File: config.mk
export PLATFORM = sky130hd
export DESIGN_NAME = dcbd_top
export DESIGN_NICKNAME = d
export VERILOG_FILES = /design/src/verilog/dcbd_pkg.sv /design/src/verilog/dcbd_parity.sv /design/src/verilog/dcbd_cmd_store.sv /design/src/verilog/dcbd_top.sv
export VERILOG_INCLUDE_DIRS = /design/src /design/src/verilog
export SDC_FILE = /design/constraint.sdc
export NUM_CORES = 1
export LEC_CHECK = 0
export ABC_AREA = 1
export BUFFER_PORTS_ARGS = -buffer_cell sky130_fd_sc_hd__clkbuf_2
export CORE_ASPECT_RATIO = 1.4
export CORE_MARGIN = 2
export CORE_UTILIZATION = 41
export DETAILED_ROUTE_END_ITERATION = 6
export HOLD_SLACK_MARGIN = 0.08
export PLACE_DENSITY = 0.59
export SLEW_MARGIN = 15
export SYNTH_ARGS = -nofsm -noshare
export SYNTH_HDL_FRONTEND = slang
export SYNTH_HIERARCHICAL = 1
export SYNTH_SLANG_ARGS = --single-unit
export TNS_END_PERCENT = 20
File: constraint.sdc
create_clock -name sys_clk_i -period 4.65 [get_ports sys_clk_i]
set_clock_uncertainty 0.2 [all_clocks]
set_input_delay 0.93 -clock sys_clk_i [delete_from_list [all_inputs] [get_ports sys_clk_i]]
set_output_delay 0.93 -clock sys_clk_i [all_outputs]
set_load 0.005 [all_outputs]
File: src/verilog/dcbd_consts.svh
// constants for the disk command block decoder
`ifndef DCBD_CONSTS_SVH
`define DCBD_CONSTS_SVH
`define DCBD_CMD_LEN 3'd6
`define DCBD_LAST_IDX 3'd5
`define DCBD_MAX_RETRY 4'd8
`define DCBD_CLASS_DATA 3'h0
`define DCBD_CLASS_COPY 3'h1
`define DCBD_CLASS_EXT 3'h5
`define DCBD_CLASS_PARM 3'h6
`define DCBD_CLASS_DIAG 3'h7
`define DCBD_OP_FMT_DRV 5'h04
`define DCBD_OP_CHK_FMT 5'h05
`define DCBD_OP_FMT_TRK 5'h06
`define DCBD_OP_FMT_BAD 5'h07
`define DCBD_OP_READ 5'h08
`define DCBD_OP_WRITE 5'h0A
`define DCBD_OP_ALT_TRK 5'h0E
`define DCBD_CTL_NORETRY 7
`define DCBD_CTL_NOECC 6
`define DCBD_ST_ERR 1
`define DCBD_ST_PAR 0
`define DCBD_FULL_COUNT 9'h100
`endif

File: src/verilog/dcbd_pkg.sv
// types for the disk command block decoder
package dcbd_pkg;
	typedef enum logic [2:0] {
		DCBD_IDLE,
		DCBD_CMD,
		DCBD_EXEC,
		DCBD_RETRY,
		DCBD_STATUS
	} dcbd_state_t;
	typedef enum logic [1:0] {
		DCBD_ERR_NONE,
		DCBD_ERR_SEEK,
		DCBD_ERR_DATA,
		DCBD_ERR_NOID
	} dcbd_err_t;
endpackage : dcbd_pkg

File: src/verilog/dcbd_parity.sv
// odd parity generator and checker for the host bus
`timescale 1ns/1ps
module dcbd_parity (
	input wire logic [7:0] data_i,
	input wire logic par_i,
	input wire logic par_en_i,
	output logic par_o,
	output logic par_bad_o
);
	always_comb begin
		par_o = par_en_i ? ~(^data_i) : 1'b0;
		par_bad_o = par_en_i & ~(^{data_i, par_i});
	end
endmodule : dcbd_parity

File: src/verilog/dcbd_cmd_store.sv
// six-entry store for command block bytes, registered read
`timescale 1ns/1ps
`include "dcbd_consts.svh"
module dcbd_cmd_store (
	input wire logic sys_clk_i,
	input wire logic we_i,
	input wire logic [2:0] waddr_i,
	input wire logic [7:0] wdata_i,
	input wire logic [2:0] raddr_i,
	output logic [7:0] rdata_o
);
	logic [7:0] mem_reg [0:5];
	always_ff @(posedge sys_clk_i) begin
		if (we_i && waddr_i <= `DCBD_LAST_IDX) begin
			mem_reg[waddr_i] <= wdata_i;
		end
	end
	always_ff @(posedge sys_clk_i) begin
		rdata_o <= (raddr_i <= `DCBD_LAST_IDX) ? mem_reg[raddr_i] : 8'h00;
	end
endmodule : dcbd_cmd_store

File: src/verilog/dcbd_top.sv
// command block decoder, retry policy and completion status
`timescale 1ns/1ps
`include "dcbd_consts.svh"
module dcbd_top
	import dcbd_pkg::*;
(
	input wire logic sys_clk_i,
	input wire logic rst_n_i,
	input wire logic par_en_i,
	input wire logic ext_copy_en_i,
	input wire logic sel_i,
	input wire logic cmd_byte_valid_i,
	input wire logic [7:0] cmd_byte_i,
	input wire logic cmd_par_i,
	input wire logic data_byte_valid_i,
	input wire logic [7:0] data_byte_i,
	input wire logic data_par_i,
	input wire logic [7:0] out_byte_i,
	output logic out_par_o,
	input wire logic drive_fault_i,
	input wire logic drive_not_ready_i,
	input wire logic exec_done_i,
	input wire logic exec_err_i,
	input wire dcbd_err_t exec_err_kind_i,
	input wire logic status_ack_i,
	output logic cmd_ready_o,
	output logic exec_start_o,
	output logic retry_start_o,
	output logic retry_recal_o,
	output logic [2:0] class_o,
	output logic [4:0] opcode_o,
	output logic [2:0] drive_unit_number_o,
	output logic [3:0] drive_select_o,
	output logic [20:0] sector_address_o,
	output logic [8:0] sector_count_o,
	output logic [7:0] interleave_o,
	output logic no_retry_o,
	output logic no_correct_o,
	output logic illegal_cmd_o,
	output logic status_valid_o,
	output logic [7:0] status_byte_o
);
	dcbd_state_t state_reg;
	logic [2:0] idx_reg;
	logic [3:0] retry_reg;
	logic par_err_reg;
	logic gen_err_reg;
	logic cmd_par_bad;
	logic data_par_bad;
	logic [7:0] rd_byte;
	logic [2:0] rd_idx_reg;
	logic fill_reg;
	logic last_byte;
	logic class_ok;
	logic op_ok;
	logic retryable;
	logic [7:0] ctl_reg;

	////////////////////////////////////////////////////////////////////
	dcbd_parity u_cmd_par (
		.data_i(cmd_byte_i),
		.par_i(cmd_par_i),
		.par_en_i(par_en_i),
		.par_o(),
		.par_bad_o(cmd_par_bad)
	);
	dcbd_parity u_dat_par (
		.data_i(data_byte_i),
		.par_i(data_par_i),
		.par_en_i(par_en_i),
		.par_o(),
		.par_bad_o(data_par_bad)
	);
	dcbd_parity u_out_par (
		.data_i(out_byte_i),
		.par_i(1'b0),
		.par_en_i(par_en_i),
		.par_o(out_par_o),
		.par_bad_o()
	);
	dcbd_cmd_store u_store (
		.sys_clk_i(sys_clk_i),
		.we_i(state_reg == DCBD_CMD && cmd_byte_valid_i),
		.waddr_i(idx_reg),
		.wdata_i(cmd_byte_i),
		.raddr_i(rd_idx_reg),
		.rdata_o(rd_byte)
	);

	assign cmd_ready_o = (state_reg == DCBD_CMD);
	assign last_byte = cmd_byte_valid_i && idx_reg == `DCBD_LAST_IDX;

	////////////////////////////////////////////////////////////////////
	// byte index; restarts at zero on every selection
	always_ff @(posedge sys_clk_i) begin
		if (!rst_n_i) begin
			idx_reg <= 3'h0;
		end else if (state_reg == DCBD_IDLE) begin
			idx_reg <= 3'h0;
		end else if (state_reg == DCBD_CMD && cmd_byte_valid_i) begin
			idx_reg <= idx_reg + 3'h1;
		end
	end

	// replay the store into decoded fields after the block is in
	always_ff @(posedge sys_clk_i) begin
		if (!rst_n_i) begin
			rd_idx_reg <= 3'h0;
			fill_reg <= 1'b0;
		end else if (state_reg == DCBD_CMD && last_byte) begin
			rd_idx_reg <= 3'h0;
			fill_reg <= 1'b1;
		end else if (fill_reg) begin
			rd_idx_reg <= rd_idx_reg + 3'h1;
			fill_reg <= rd_idx_reg != 3'h6;
		end
	end

	// read data lags the address by one cycle
	logic [2:0] fld_idx_reg;
	logic fld_ok_reg;
	always_ff @(posedge sys_clk_i) begin
		if (!rst_n_i) begin
			fld_idx_reg <= 3'h0;
			fld_ok_reg <= 1'b0;
		end else begin
			fld_idx_reg <= rd_idx_reg;
			fld_ok_reg <= fill_reg && rd_idx_reg <= `DCBD_LAST_IDX;
		end
	end

	always_ff @(posedge sys_clk_i) begin
		if (!rst_n_i) begin
			class_o <= 3'h0;
			opcode_o <= 5'h00;
			drive_unit_number_o <= 3'h0;
			sector_address_o <= 21'h000000;
			ctl_reg <= 8'h00;
			sector_count_o <= 9'h000;
			interleave_o <= 8'h00;
		end else if (fld_ok_reg) begin
			case (fld_idx_reg)
				3'h0: begin
					class_o <= rd_byte[7:5];
					opcode_o <= rd_byte[4:0];
				end
				3'h1: begin
					drive_unit_number_o <= rd_byte[7:5];
					sector_address_o[20:16] <= rd_byte[4:0];
				end
				3'h2: sector_address_o[15:8] <= rd_byte;
				3'h3: sector_address_o[7:0] <= rd_byte;
				3'h4: begin
					sector_count_o <= (rd_byte == 8'h00) ?
						`DCBD_FULL_COUNT : {1'b0, rd_byte};
					interleave_o <= (rd_byte == 8'h00) ?
						8'h01 : rd_byte;
				end
				default: ctl_reg <= rd_byte;
			endcase
		end
	end

	////////////////////////////////////////////////////////////////////
	logic is_rw;
	logic uses_ctl;
	always_comb begin
		is_rw = class_o == `DCBD_CLASS_DATA &&
			(opcode_o == `DCBD_OP_READ || opcode_o == `DCBD_OP_WRITE);
		uses_ctl = is_rw || (class_o == `DCBD_CLASS_DATA &&
			opcode_o == `DCBD_OP_ALT_TRK);
		no_retry_o = uses_ctl & ctl_reg[`DCBD_CTL_NORETRY];
		no_correct_o = uses_ctl & ctl_reg[`DCBD_CTL_NOECC];
		drive_select_o = 4'h1 << drive_unit_number_o[1:0];
		if (drive_unit_number_o[2]) begin
			drive_select_o = 4'h0;
		end
		case (class_o)
			`DCBD_CLASS_DATA: class_ok = 1'b1;
			`DCBD_CLASS_COPY: class_ok = 1'b1;
			`DCBD_CLASS_PARM: class_ok = 1'b1;
			`DCBD_CLASS_DIAG: class_ok = 1'b1;
			`DCBD_CLASS_EXT: class_ok = ext_copy_en_i;
			default: class_ok = 1'b0;
		endcase
		op_ok = class_ok && !drive_unit_number_o[2];
		illegal_cmd_o = !op_ok;
		retryable = !no_retry_o && (
			(is_rw && exec_err_kind_i == DCBD_ERR_SEEK) ||
			(is_rw && opcode_o == `DCBD_OP_READ &&
			exec_err_kind_i == DCBD_ERR_DATA)) &&
			exec_err_kind_i != DCBD_ERR_NOID;
	end

	////////////////////////////////////////////////////////////////////
	// the control byte lands one cycle after the last field read, so
	// go or abort waits a cycle; status shows once the flags settle
	logic decode_done;
	logic stat_ok_reg;
	always_ff @(posedge sys_clk_i) begin
		if (!rst_n_i) begin
			decode_done <= 1'b0;
			stat_ok_reg <= 1'b0;
		end else begin
			decode_done <= fld_ok_reg && fld_idx_reg == `DCBD_LAST_IDX;
			stat_ok_reg <= state_reg == DCBD_STATUS;
		end
	end

	always_ff @(posedge sys_clk_i) begin
		if (!rst_n_i) begin
			state_reg <= DCBD_IDLE;
		end else begin
			case (state_reg)
				DCBD_IDLE: begin
					if (sel_i) begin
						state_reg <= DCBD_CMD;
					end
				end
				DCBD_CMD: begin
					if (last_byte) begin
						state_reg <= DCBD_EXEC;
					end
				end
				DCBD_EXEC: begin
					if (decode_done && (par_err_reg || illegal_cmd_o ||
						drive_fault_i || drive_not_ready_i)) begin
						state_reg <= DCBD_STATUS;
					end else if (exec_err_i && retryable &&
						retry_reg != `DCBD_MAX_RETRY) begin
						state_reg <= DCBD_RETRY;
					end else if (exec_err_i || exec_done_i) begin
						state_reg <= DCBD_STATUS;
					end
				end
				DCBD_RETRY: state_reg <= DCBD_EXEC;
				default: begin
					if (status_ack_i && status_valid_o) begin
						state_reg <= DCBD_IDLE;
					end
				end
			endcase
		end
	end

	always_ff @(posedge sys_clk_i) begin
		if (!rst_n_i) begin
			retry_reg <= 4'h0;
		end else if (state_reg == DCBD_IDLE) begin
			retry_reg <= 4'h0;
		end else if (state_reg == DCBD_RETRY) begin
			retry_reg <= retry_reg + 4'h1;
		end
	end

	assign exec_start_o = decode_done && state_reg == DCBD_EXEC &&
		!(par_err_reg || illegal_cmd_o || drive_fault_i ||
		drive_not_ready_i);
	assign retry_start_o = state_reg == DCBD_RETRY;
	assign retry_recal_o = retry_start_o &&
		exec_err_kind_i == DCBD_ERR_SEEK;

	// error flags clear only when a new command is selected
	always_ff @(posedge sys_clk_i) begin
		if (!rst_n_i) begin
			par_err_reg <= 1'b0;
		end else if (state_reg == DCBD_IDLE && sel_i) begin
			par_err_reg <= 1'b0;
		end else if ((state_reg == DCBD_CMD && cmd_byte_valid_i &&
			cmd_par_bad) || (state_reg == DCBD_EXEC &&
			data_byte_valid_i && data_par_bad)) begin
			par_err_reg <= 1'b1;
		end
	end

	always_ff @(posedge sys_clk_i) begin
		if (!rst_n_i) begin
			gen_err_reg <= 1'b0;
		end else if (state_reg == DCBD_IDLE && sel_i) begin
			gen_err_reg <= 1'b0;
		end else if (state_reg == DCBD_EXEC) begin
			if (decode_done && (illegal_cmd_o || drive_fault_i ||
				drive_not_ready_i)) begin
				gen_err_reg <= 1'b1;
			end else if (exec_err_i && !(retryable &&
				retry_reg != `DCBD_MAX_RETRY)) begin
				gen_err_reg <= 1'b1;
			end
		end
	end

	assign status_valid_o = state_reg == DCBD_STATUS && stat_ok_reg;
	always_ff @(posedge sys_clk_i) begin
		if (!rst_n_i) begin
			status_byte_o <= 8'h00;
		end else begin
			status_byte_o <= {drive_unit_number_o, 3'b000,
				gen_err_reg, par_err_reg};
		end
	end
endmodule : dcbd_top

# ---- Word-level counts from Yosys, hierarchy flattened
# Memories as Yosys holds them, arrays and structs flattened. A register that Yosys moved wholly into a read port is not among the register bits.
# Index checks and enable logic that the tools add are counted.
dict set report totals {
  ff_bits 87
  mem_bits_rw 48
  input_bits 40
  wordCells 148
  mem_count 1
}
dict set report classes {
  add_sub_neg 3
  magnitude_cmp 2
  n_eq_ne 25
  shift 1
  n_mux 18
  bitwise 9
  reduce_logical 67
}
# name words word_bits read_ports rd_clocked_by_memory_dff write_ports line_no
set memory_table {}
lappend memory_table {u_store.mem_reg 6 8 1 1 1 dcbd_cmd_store.sv:12} ;# logic [7:0] mem_reg [0:5];
# operator count
set ops {}
lappend ops {{$logic_and 1x1->1} 29}
lappend ops {{$eq 3x3->1 const B} 7}
lappend ops {{$mux 3} 6}
lappend ops {{$reduce_xor 9->1} 2}
lappend ops {{$eq 5x4->1 const B} 3}
lappend ops {{$reduce_and 2->1} 7}
lappend ops {{$eq 3x2->1 const B} 4}
lappend ops {{$pmux 3 s4} 1}
lappend ops {{$logic_or 1x1->1} 10}
lappend ops {{$eq 3x1->1 const B} 3}
lappend ops {{$logic_not 3->1} 3}
lappend ops {{$mux 9} 1}
lappend ops {{$logic_not 8->1} 1}
lappend ops {{$mux 8} 1}
lappend ops {{$ne 4x4->1 const B} 2}
lappend ops {{$reduce_xor 8->1} 1}
lappend ops {{$mux 1} 7}
lappend ops {{$add 3x1->3 const B} 2}
lappend ops {{$le 3x3->1 const B} 2}
lappend ops {{$logic_not 1->1} 6}
lappend ops {{$reduce_or 2->1} 3}
lappend ops {{$not 1->1} 5}
lappend ops {{$reduce_bool 5->1} 1}
lappend ops {{$reduce_or 5->1} 1}
lappend ops {{13 further kinds} 17}

# ---- Depth between registers and ports, before layout
# Gate-level depths: netlist of the first run.
dict set report logic_depth {
  ltp_word 13
  mapped_depth 12
  mapped_depth_nobuf 12
}

# ---- Cells and area by module
# The synthesis of the first run kept the hierarchy.
# module instances cells_each area_each_um2 seq_area_each_um2
set by_module_without_submodules {}
lappend by_module_without_submodules {dcbd_top 1 397 2986.6 1421.4}
lappend by_module_without_submodules {dcbd_cmd_store 1 213 2265.9 1601.5}
lappend by_module_without_submodules {dcbd_parity 3 43 205.2 0.0}

# ---- Least setup slack after synthesis of the first run
# No wires, ideal clock.
dict set report synth_timing {
  path_kind {input -> output}
  start {input out_byte_i[4]}
  end {output out_par_o}
  arrival_ps 1454
  required_time_ps 3520
  slack_ps 2066
  stages 4
  path_buffers 0
  path_cell_list {xnor2_1 xnor2_1 nor2_1 nor2_1}
}
dict set report synth_via {
  elab_chain_cells 3
}
# element line_no
set synth_rtl {}
lappend synth_rtl {{from (decl)} dcbd_top.sv:18} ;# input wire logic [7:0] out_byte_i,
lappend synth_rtl {{$reduce_xor 8->1} dcbd_parity.sv:11} ;# par_o = par_en_i ? ~(^data_i) : 1'b0;
lappend synth_rtl {{$not 1->1} dcbd_parity.sv:11}
lappend synth_rtl {{$mux 1} dcbd_parity.sv:11}
lappend synth_rtl {{to (decl)} dcbd_top.sv:19} ;# output logic out_par_o,
# No other way between the ends.

# ---- Final worst setup path of the first run
dict set report layout_timing {
  start {input out_byte_i[2]}
  end {output out_par_o}
}
# The elaborated chain is that of the path after synthesis.

==> metrics.csv, run 1 <==
stage,metric,value,unit
critical_path,crit path DAT,1.68,ns
power,Design Power,0.00286,W
die,core box area,0.0134,mm^2
die,DIE HEIGHT,143,um
sta,final period utilization,60.4,%
cts,CTS Sinks,127,
layout,Area Growth Syn to Fin,20.9,%
global_route,global-route wire length before repair,20000,um
critical_path,crit path kind,primary input to primary output,
cts,post-CTS setup buffers,0,
min_path,Min-Delay Path Class,flip-flop to flip-flop,
synthesis,Syn Std Cell Area,0.00564,mm^2
critical_path,Worst Path Required,3.52,ns
cts,"Hold-fix buffers, CTS",0,
cts,clock root cell,clkbuf_16,
sta,Slew headroom,33.7,%
status,status,"finished, final reports clean",
die,Site Rows,50,
drt,final wirelength,12300,um
sta,worst-margin pin slew,0.993,ns
global_route,vias in the first global route,4327,
critical_path,cell chain of the critical path,clkbuf_2 -> xnor2_1 -> xor2_1 -> nor2_1 -> nor2_1 -> clkbuf_2,
power,Pleak,3.16,nW
global_route,largest net degree at the start of global routing,55,
layout,"most common cell after layout, fill and taps aside",nand2_1,
cts,PostCTS Resize Cnt,0,
sta,Post-Route Setup TNS,0,ns
drt,DR iter-0 viols,132,
critical_path,crit-path max cell delay,0.19,ns
flow_run,max-cap viol count,0,
die,die area,0.0147,mm^2
layout,layout cell share with drive strength beyond 1,22.2,%
drt,Routed Antenna Nets,0,
sta,final hold violation count,0,
cts,CTS H-Tree Depth,4,
critical_path,Critical Path End,out_par_o,
critical_path,Crit. Startpoint,out_byte_i[2],
critical_path,worst r2r dst,u_store/mem_reg[1][3],
synthesis,Ys Warns,6,
power,VDD IR max,202,uV
critical_path,peak fanout along the critical path,2,
placement,DPL Wire Length,9160,um
sta,RSZ-0062 raised after global routing,false,
critical_path,worst r2r path cells,6,
cts,Num CTS Buffers,17,
drt,routed vias/inst,4.66,
layout,Layout Nets,842,
layout,most frequent cells in the layout,"187 x nand2_1, 106 x clkbuf_2, 84 x inv_1",
layout,number of flip-flops in the largest register,48,
sta,Highest Clock Rate,356,MHz
cts,clk buf depth,2,
cts,register clock-pin slew on the reported worst setup and hold paths,0.05,ns
global_route,global-route usage over all layers,17.5,%
synthesis,Post-Synthesis Cells,694,
power,Power Dens Cells,419,mW/mm^2
drt,DRC errors left,0,
cts,clock latency on the worst-skew pair,0.41,ns
critical_path,Critical R2R Launch,state_reg[0],
critical_path,CP startpoint kind,primary input,
die,I/O pin cnt,110,
drt,vias,4620,
critical_path,crit end category,primary output,
sta,Final Critical Period,2.81,ns
critical_path,critical path's slowest cell,xor2_1,
layout,Antenna Cells,0,
cts,CTS tree,yes,
sta,final setup fails,0,
drt,drt pass-1 iters,4,
synthesis,"Avg Cell Area, Syn",8.13,um^2
sta,fin. max-slew vios,0,
die,Die Wd,103,um
global_route,initial antenna violation count,0,
die,Starting Density,42.1,%
drt,average wire per standard cell,12.4,um
critical_path,R2R Setup Slk,2.36,ns
placement,PortBufs,106,
global_route,GRT Residual Overflow,0,
placement,GPL Wtd Cong,0.886,
how the worst min path moves through the flow:
stage | from | cells past startpoint | endpoint | slack [ns]
3_3_place_gp | par_err_reg | 2 | status_byte_o[0] | 0.22
2_1_floorplan | gen_err_reg | 2 | status_byte_o[1] | 0.21
6_report | gen_err_reg | 2 | status_byte_o[1] | 0.23
3_5_place_dp | gen_err_reg | 2 | status_byte_o[1] | 0.22
4_1_cts | gen_err_reg | 2 | status_byte_o[1] | 0.23
5_1_grt | par_err_reg | 2 | status_byte_o[0] | 0.26
per-layer routing:
layer / routed length, um / vias to the layer above / track usage [%]
li1: - / 2382 / -
met1: 5010 / 2103 / 19.2
met2: 6400 / 117 / 31.1
met3: 575 / 18 / 4.89
met4: 280 / 0 / 6.99
met5: 0 / - / 0
critical path, delay by kind of cell:
family / cells / cell delay, ns
XOR/XNOR: 2 / 0.36
buffers and inverters: 2 / 0.22
AND/OR/NAND/NOR: 2 / 0.17
metrics by stage:
step / std cells / hold WS [ns] / cell area [um^2] / utilization, % / setup slack (ns)
finish: 991 / 0.226 / 6820 / 50.9 / 1.84
global route: 991 / 0.258 / 6820 / 50.9 / 1.74
CTS: 991 / 0.226 / 6820 / 50.9 / 1.82
detailed placement: 959 / 0.222 / 6240 / 46.6 / 1.82
global placement: 959 / 0.221 / 6240 / 46.6 / 1.83
floorplan: 696 / 0.207 / 5650 / - / 2.07
where the power goes:
| group | leakage [nW] | internal [W] | switching (W) |
|---|---|---|---|
| clock | 0.275 | 0.000834 | 0.000451 |
| combinational | 1.82 | 0.000116 | 0.000228 |
| sequential | 1.07 | 0.00120 | 0.0000331 |
| total | 3.16 | 0.00215 | 0.000712 |
layout make-up:
class | count | area, um^2
multi-input cells | 436 | 2040
flip-flops and latches | 127 | 3020
well taps | 182 | 228
fillers | 1315 | 6570
clock buffers | 20 | 437
repair buffers | 107 | 538
inverters | 107 | 405
clock inverters | 12 | 144
(Power assumes the default switching activity.)
==> run 2: changes to the inputs <==
Settings changed: ABC_AREA 1 to 0, PLACE_DENSITY 0.59 to 0.6.
Clock period 4.65 ns to 2.6 ns, I/O delays scaled along.
==> run 2 against run 1 <==
Against the previous run:
- critical path depth shrank 2
- largest cell class unchanged
- synthesized area decreased by 6.2%
- register-to-register slack worse by 1.9 ns
- cell count decreased by 22%
- clock-buffer cell count increased by 1
- hold slack got worse by 0.044 ns
- cell area shrank 4.1%
- critical path type is now flip-flop to primary output
- utilization grew 0.37 points
- sequential share of layout area increased by 1.9 points
==> metrics.csv, run 2 <==
stage,metric,value,unit
global_route,vias in the first global route,3769,
layout,most frequent cells in the layout,"106 x clkbuf_2, 82 x nand2_1, 79 x dfxtp_1",
layout,layout cell share with drive strength beyond 1,26.5,%
critical_path,critical path's slowest cell,dfxtp_1,
global_route,global-route usage over all layers,17.3,%
critical_path,cell chain of the critical path,nand2b_1 -> o2111ai_1 -> nor4_1 -> clkbuf_2,
cts,clock latency on the worst-skew pair,0.41,ns
critical_path,peak fanout along the critical path,6,
cts,CTS H-Tree Depth,4,
sta,final worst slack,0.151,ns
layout,Area Growth Syn to Fin,23.7,%
layout,Antenna Cells,0,
sta,fin. max-slew vios,0,
cts,CTS Sinks,127,
power,sequential power share,44.3,%
global_route,largest net degree at the start of global routing,39,
critical_path,Worst Path Required,1.88,ns
drt,Routed Antenna Nets,0,
drt,final wirelength,11800,um
global_route,global-route wire length before repair,18700,um
cts,CTS tree,yes,
die,DIE HEIGHT,138,um
drt,average wire per standard cell,15.4,um
die,Starting Density,41.5,%
min_path,Min-Delay Path Class,primary input to flip-flop,
layout,Fill cells,1195,
flow_run,max-cap viol count,0,
placement,pre-CTS setup slack,0.318,ns
sta,Post-Route Setup TNS,0,ns
status,status,"finished, final reports clean",
placement,GPL Wtd Cong,0.759,
power,Net Sw Power,0.000994,W
power,Pleak,2.49,nW
die,die area,0.0138,mm^2
drt,routed vias/inst,5.11,
placement,PortBufs,106,
drt,DR iter-0 viols,136,
power,Internal Power,0.00376,W
cts,clk buf depth,2,
drt,drt pass-1 iters,4,
layout,post-layout util,51.3,%
sta,RSZ-0062 raised after global routing,false,
die,Die Wd,100,um
sta,Highest Clock Rate,408,MHz
sta,Slew headroom,37.7,%
power,Power Dens Cells,726,mW/mm^2
critical_path,crit path kind,flip-flop to primary output,
cts,clock root cell,clkbuf_16,
cts,register clock-pin slew on the reported worst setup and hold paths,0.05,ns
synthesis,Post-Synthesis Cells,494,
global_route,initial antenna violation count,0,
placement,DPL Wire Length,8350,um
sta,final period utilization,94.2,%
critical_path,CP startpoint kind,flip-flop,
critical_path,crit path DAT,1.73,ns
synthesis,Ys Warns,6,
layout,"most common cell after layout, fill and taps aside",clkbuf_2,
power,VDD IR max,446,uV
die,Site Rows,49,
critical_path,crit-path max cell delay,0.43,ns
drt,DRC errors left,0,
layout,number of flip-flops in the largest register,48,
critical_path,crit end category,primary output,
sta,final hold violation count,0,
power,switching part of the total,20.9,%
synthesis,"Avg Cell Area, Syn",10.7,um^2
drt,vias,3929,
layout,Layout Nets,649,
cts,post-CTS setup buffers,0,
sta,Final Critical Period,2.45,ns
global_route,GRT Residual Overflow,0,
die,I/O pin cnt,110,
cts,Num CTS Buffers,17,
power,clock share of power,51.3,%
sta,worst-margin pin slew,0.927,ns
sta,final setup fails,0,
die,core box area,0.0128,mm^2
synthesis,Syn Std Cell Area,0.00529,mm^2
power,Gate power share,4.4,%
==> run 2: final cells by class <==
class	count	area (um^2)	area share, %
tap	153	191	2.93
sequential	127	3020	46.2
clock buffer	21	503	7.69
clock inverter	11	124	1.89
timing repair buffer	116	606	9.26
inverter	10	37.5	0.574
multi-input combinational	331	2060	31.5
==> run 2: repair_timing <==
| action | in CTS | in global routing |
|---|---|---|
| resized for setup | 0 | 1 |
| setup endpoints to repair | 0 | 2 |
| hold buffers | 0 | 0 |
==> run 2: metrics by stage <==
| step | cell area [um^2] | total power, W | hold WS (ns) | instances |
|---|---|---|---|---|
| 3_5_place_dp | 5910 | 0.00236 | 0.248 | 737 |
| 6_report | 6540 | 0.00475 | 0.182 | 769 |
| 2_1_floorplan | 5300 | 0.00227 | 0.253 | 496 |
| 3_3_place_gp | 5910 | 0.00235 | 0.244 | 737 |
| 5_1_grt | 6540 | 0.00489 | 0.179 | 769 |
| 4_1_cts | 6540 | 0.00480 | 0.164 | 769 |
==> run 2: critical path: cells and delay by family, from the launching register on <==
| kind | cells | cell delay (ns) |
|---|---|---|
| AOI/OAI and AO/OA | 1 | 0.22 |
| buffers and inverters | 1 | 0.17 |
| DFF | 1 | 0.43 |
| and+or+nand+nor | 2 | 0.50 |
==> run 2: final timing paths <==
path	startpoint	to	slack, ns	cells past startpoint
min reg2reg	sector_address_o[17]	sector_address_o[17]	0.25	2
max	class_o[2]	exec_start_o	0.15	4
min	cmd_byte_i[1]	u_store/mem_reg[0][1]	0.18	1
max reg2reg	state_reg[2]	u_store/mem_reg[0][2]	0.49	5
==> run 2: power groups by stage <==
stage | sequential (W) | clock [W] | combinational, W
CTS | 0.00211 | 0.00249 | 0.000210
finish | 0.00211 | 0.00244 | 0.000207
floorplan | 0.00214 | 0 | 0.000129
global route | 0.00211 | 0.00256 | 0.000227
global placement | 0.00215 | 0 | 0.000206
detailed placement | 0.00215 | 0 | 0.000210
==> run 2: per-layer routing <==
metal  GRT usage (%)  part of all wire, %  up-vias
met5               0                    0        -
met1            19.3                   40     1863
met2            30.7                   54      102
met4            6.78                  2.2        0
li1                -                    -     1938
met3            4.95                  3.9       26
==> run 3: changes to the inputs <==
Settings changed: CELL_PAD_IN_SITES_DETAIL_PLACEMENT set to 0, CELL_PAD_IN_SITES_GLOBAL_PLACEMENT set to 1, PLACE_DENSITY 0.6 to 0.74, RECOVER_POWER set to 100.
==> run 3 against run 2 <==
Against the previous run:
- first-iteration DRC count up 35%
- worst setup slack got worse by 0.072 ns
- clock power decreased by 9.8%
- largest power group unchanged
- highest routed layer unchanged
==> metrics.csv, run 3 (synthesis gave the netlist of run 2 again) <==
stage,metric,value,unit
status,status,"finished, final reports clean",
sta,Slew headroom,33.9,%
cts,CTS H-Tree Depth,4,
global_route,largest net degree at the start of global routing,28,
die,Starting Density,41.5,%
placement,GPL Wtd Cong,0.764,
cts,"Hold-fix buffers, CTS",0,
sta,fin. max-slew vios,0,
critical_path,crit-path max cell delay,0.55,ns
sta,Final Critical Period,2.52,ns
layout,Area Growth Syn to Fin,20.9,%
drt,routed wl met3,542,um
global_route,GRT Residual Overflow,0,
critical_path,crit end category,primary output,
critical_path,R2R Setup Slk,0.35,ns
drt,vias,3859,
drt,final wirelength,11700,um
critical_path,crit path DAT,1.80,ns
sta,Highest Clock Rate,397,MHz
layout,Layout Nets,651,
global_route,vias in the first global route,3693,
cts,clk buf depth,2,
drt,uppermost routed layer,met4,
placement,PortBufs,106,
critical_path,peak fanout along the critical path,3,
min_path,Min-Delay Path Class,primary input to flip-flop,
global_route,global-route wire length before repair,18700,um
sta,RSZ-0062 raised after global routing,false,
critical_path,"Buf+Inv Stages, Crit Path",1,
drt,drt pass-1 iters,4,
layout,"most common cell after layout, fill and taps aside",nand2_1,
critical_path,critical path's slowest cell,or4b_4,
flow_run,max-cap viol count,0,
critical_path,Worst Path Required,1.88,ns
drt,average wire per standard cell,15.1,um
power,VDD IR max,377,uV
drt,routed vias/inst,5.01,
die,I/O pin cnt,110,
placement,DPL Wire Length,8270,um
layout,Antenna Cells,0,
cts,CTS Sinks,127,
layout,number of flip-flops in the largest register,48,
die,core box area,0.0128,mm^2
cts,CTS tree,yes,
cts,clock latency on the worst-skew pair,0.41,ns
cts,PostCTS Resize Cnt,0,
sta,final period utilization,97.0,%
cts,clock root cell,clkbuf_16,
die,die area,0.0138,mm^2
layout,layout cell share with drive strength beyond 1,19.8,%
critical_path,crit-path leading delay family,simple AND/OR/NAND/NOR gates,
placement,Area after DPL,0.00593,mm^2
global_route,global-route usage over all layers,17.4,%
power,Pleak,2.30,nW
cts,post-CTS setup buffers,0,
drt,Met2 Wirelength,6200,um
layout,"Design Area, Final",0.00639,mm^2
drt,DR iter-0 viols,183,
critical_path,cell chain of the critical path,or4b_4 -> nor3_1 -> and3_1 -> clkbuf_2,
power,Power Dens Cells,705,mW/mm^2
die,Site Rows,49,
sta,final setup fails,0,
critical_path,crit path kind,flip-flop to primary output,
critical_path,CP startpoint kind,flip-flop,
cts,Num CTS Buffers,17,
drt,Routed Antenna Nets,0,
die,Die Wd,100,um
sta,final hold violation count,0,
sta,Post-Route Setup TNS,0,ns
global_route,initial antenna violation count,0,
layout,post-layout util,50.1,%
drt,DRT met1 WL,4640,um
layout,most frequent cells in the layout,"82 x nand2_1, 79 x dfxtp_1, 78 x clkbuf_2",
sta,worst-margin pin slew,0.992,ns
cts,register clock-pin slew on the reported worst setup and hold paths,0.06,ns
die,DIE HEIGHT,138,um
drt,DRC errors left,0,
-- run 3: cell count changes in the layout (fill, tap and decap cells not counted), sizes merged --
cell / previous run / this run
buf: 10 / 3
clkbuf: 127 / 133
clkinv: 6 / 3
clkinvlp: 1 / 4
inv: 12 / 15
bufinv: 2 / 1
-- run 3: per-stage QoR --
step,total power (W),hold WS [ns],cells,setup WS (ns)
global route,0.00467,0.173,770,0.00613
CTS,0.00457,0.153,770,0.0516
floorplan,0.00227,0.253,496,0.319
detailed placement,0.00236,0.249,739,0.394
finish,0.00451,0.173,770,0.0789
global placement,0.00235,0.244,739,0.442
-- run 3: layout make-up --
cell class	instances	area [um^2]
Clock inverter	13	130
Fill cell	1206	6360
Sequential cell	127	3020
Clock buffer	18	429
Tap cell	153	191
Inverter	10	37.5
Multi-Input combinational cell	331	2030
Timing Repair Buffer	118	552
-- run 3: routing by layer --
metal	vias to the layer above	GRT usage, %
met5	-	0
met4	0	7.28
met3	19	4.10
met2	104	30.7
met1	1799	19.9
li1	1937	-
-- run 3: final timing paths --
| path | endpoint | startpoint | cells after the start |
|---|---|---|---|
| min reg2reg | sector_address_o[20] | sector_address_o[20] | 2 |
| max reg2reg | u_store/mem_reg[0][0] | state_reg[2] | 5 |
| max | no_correct_o | opcode_o[0] | 4 |
| min | par_err_reg | sel_i | 2 |
-- run 3: worst register-to-register path: cells and delay by family, from the launching register on --
| family | cells | cell delay [ns] |
|---|---|---|
| simple gates | 4 | 1.01 |
| buf+inv | 1 | 0.32 |
| flops | 1 | 0.39 |
-- run 3: power by group --
part | internal, W | switching (W)
clock | 0.00133 | 0.000874
combinational | 0.0000909 | 0.000110
sequential | 0.00208 | 0.0000238
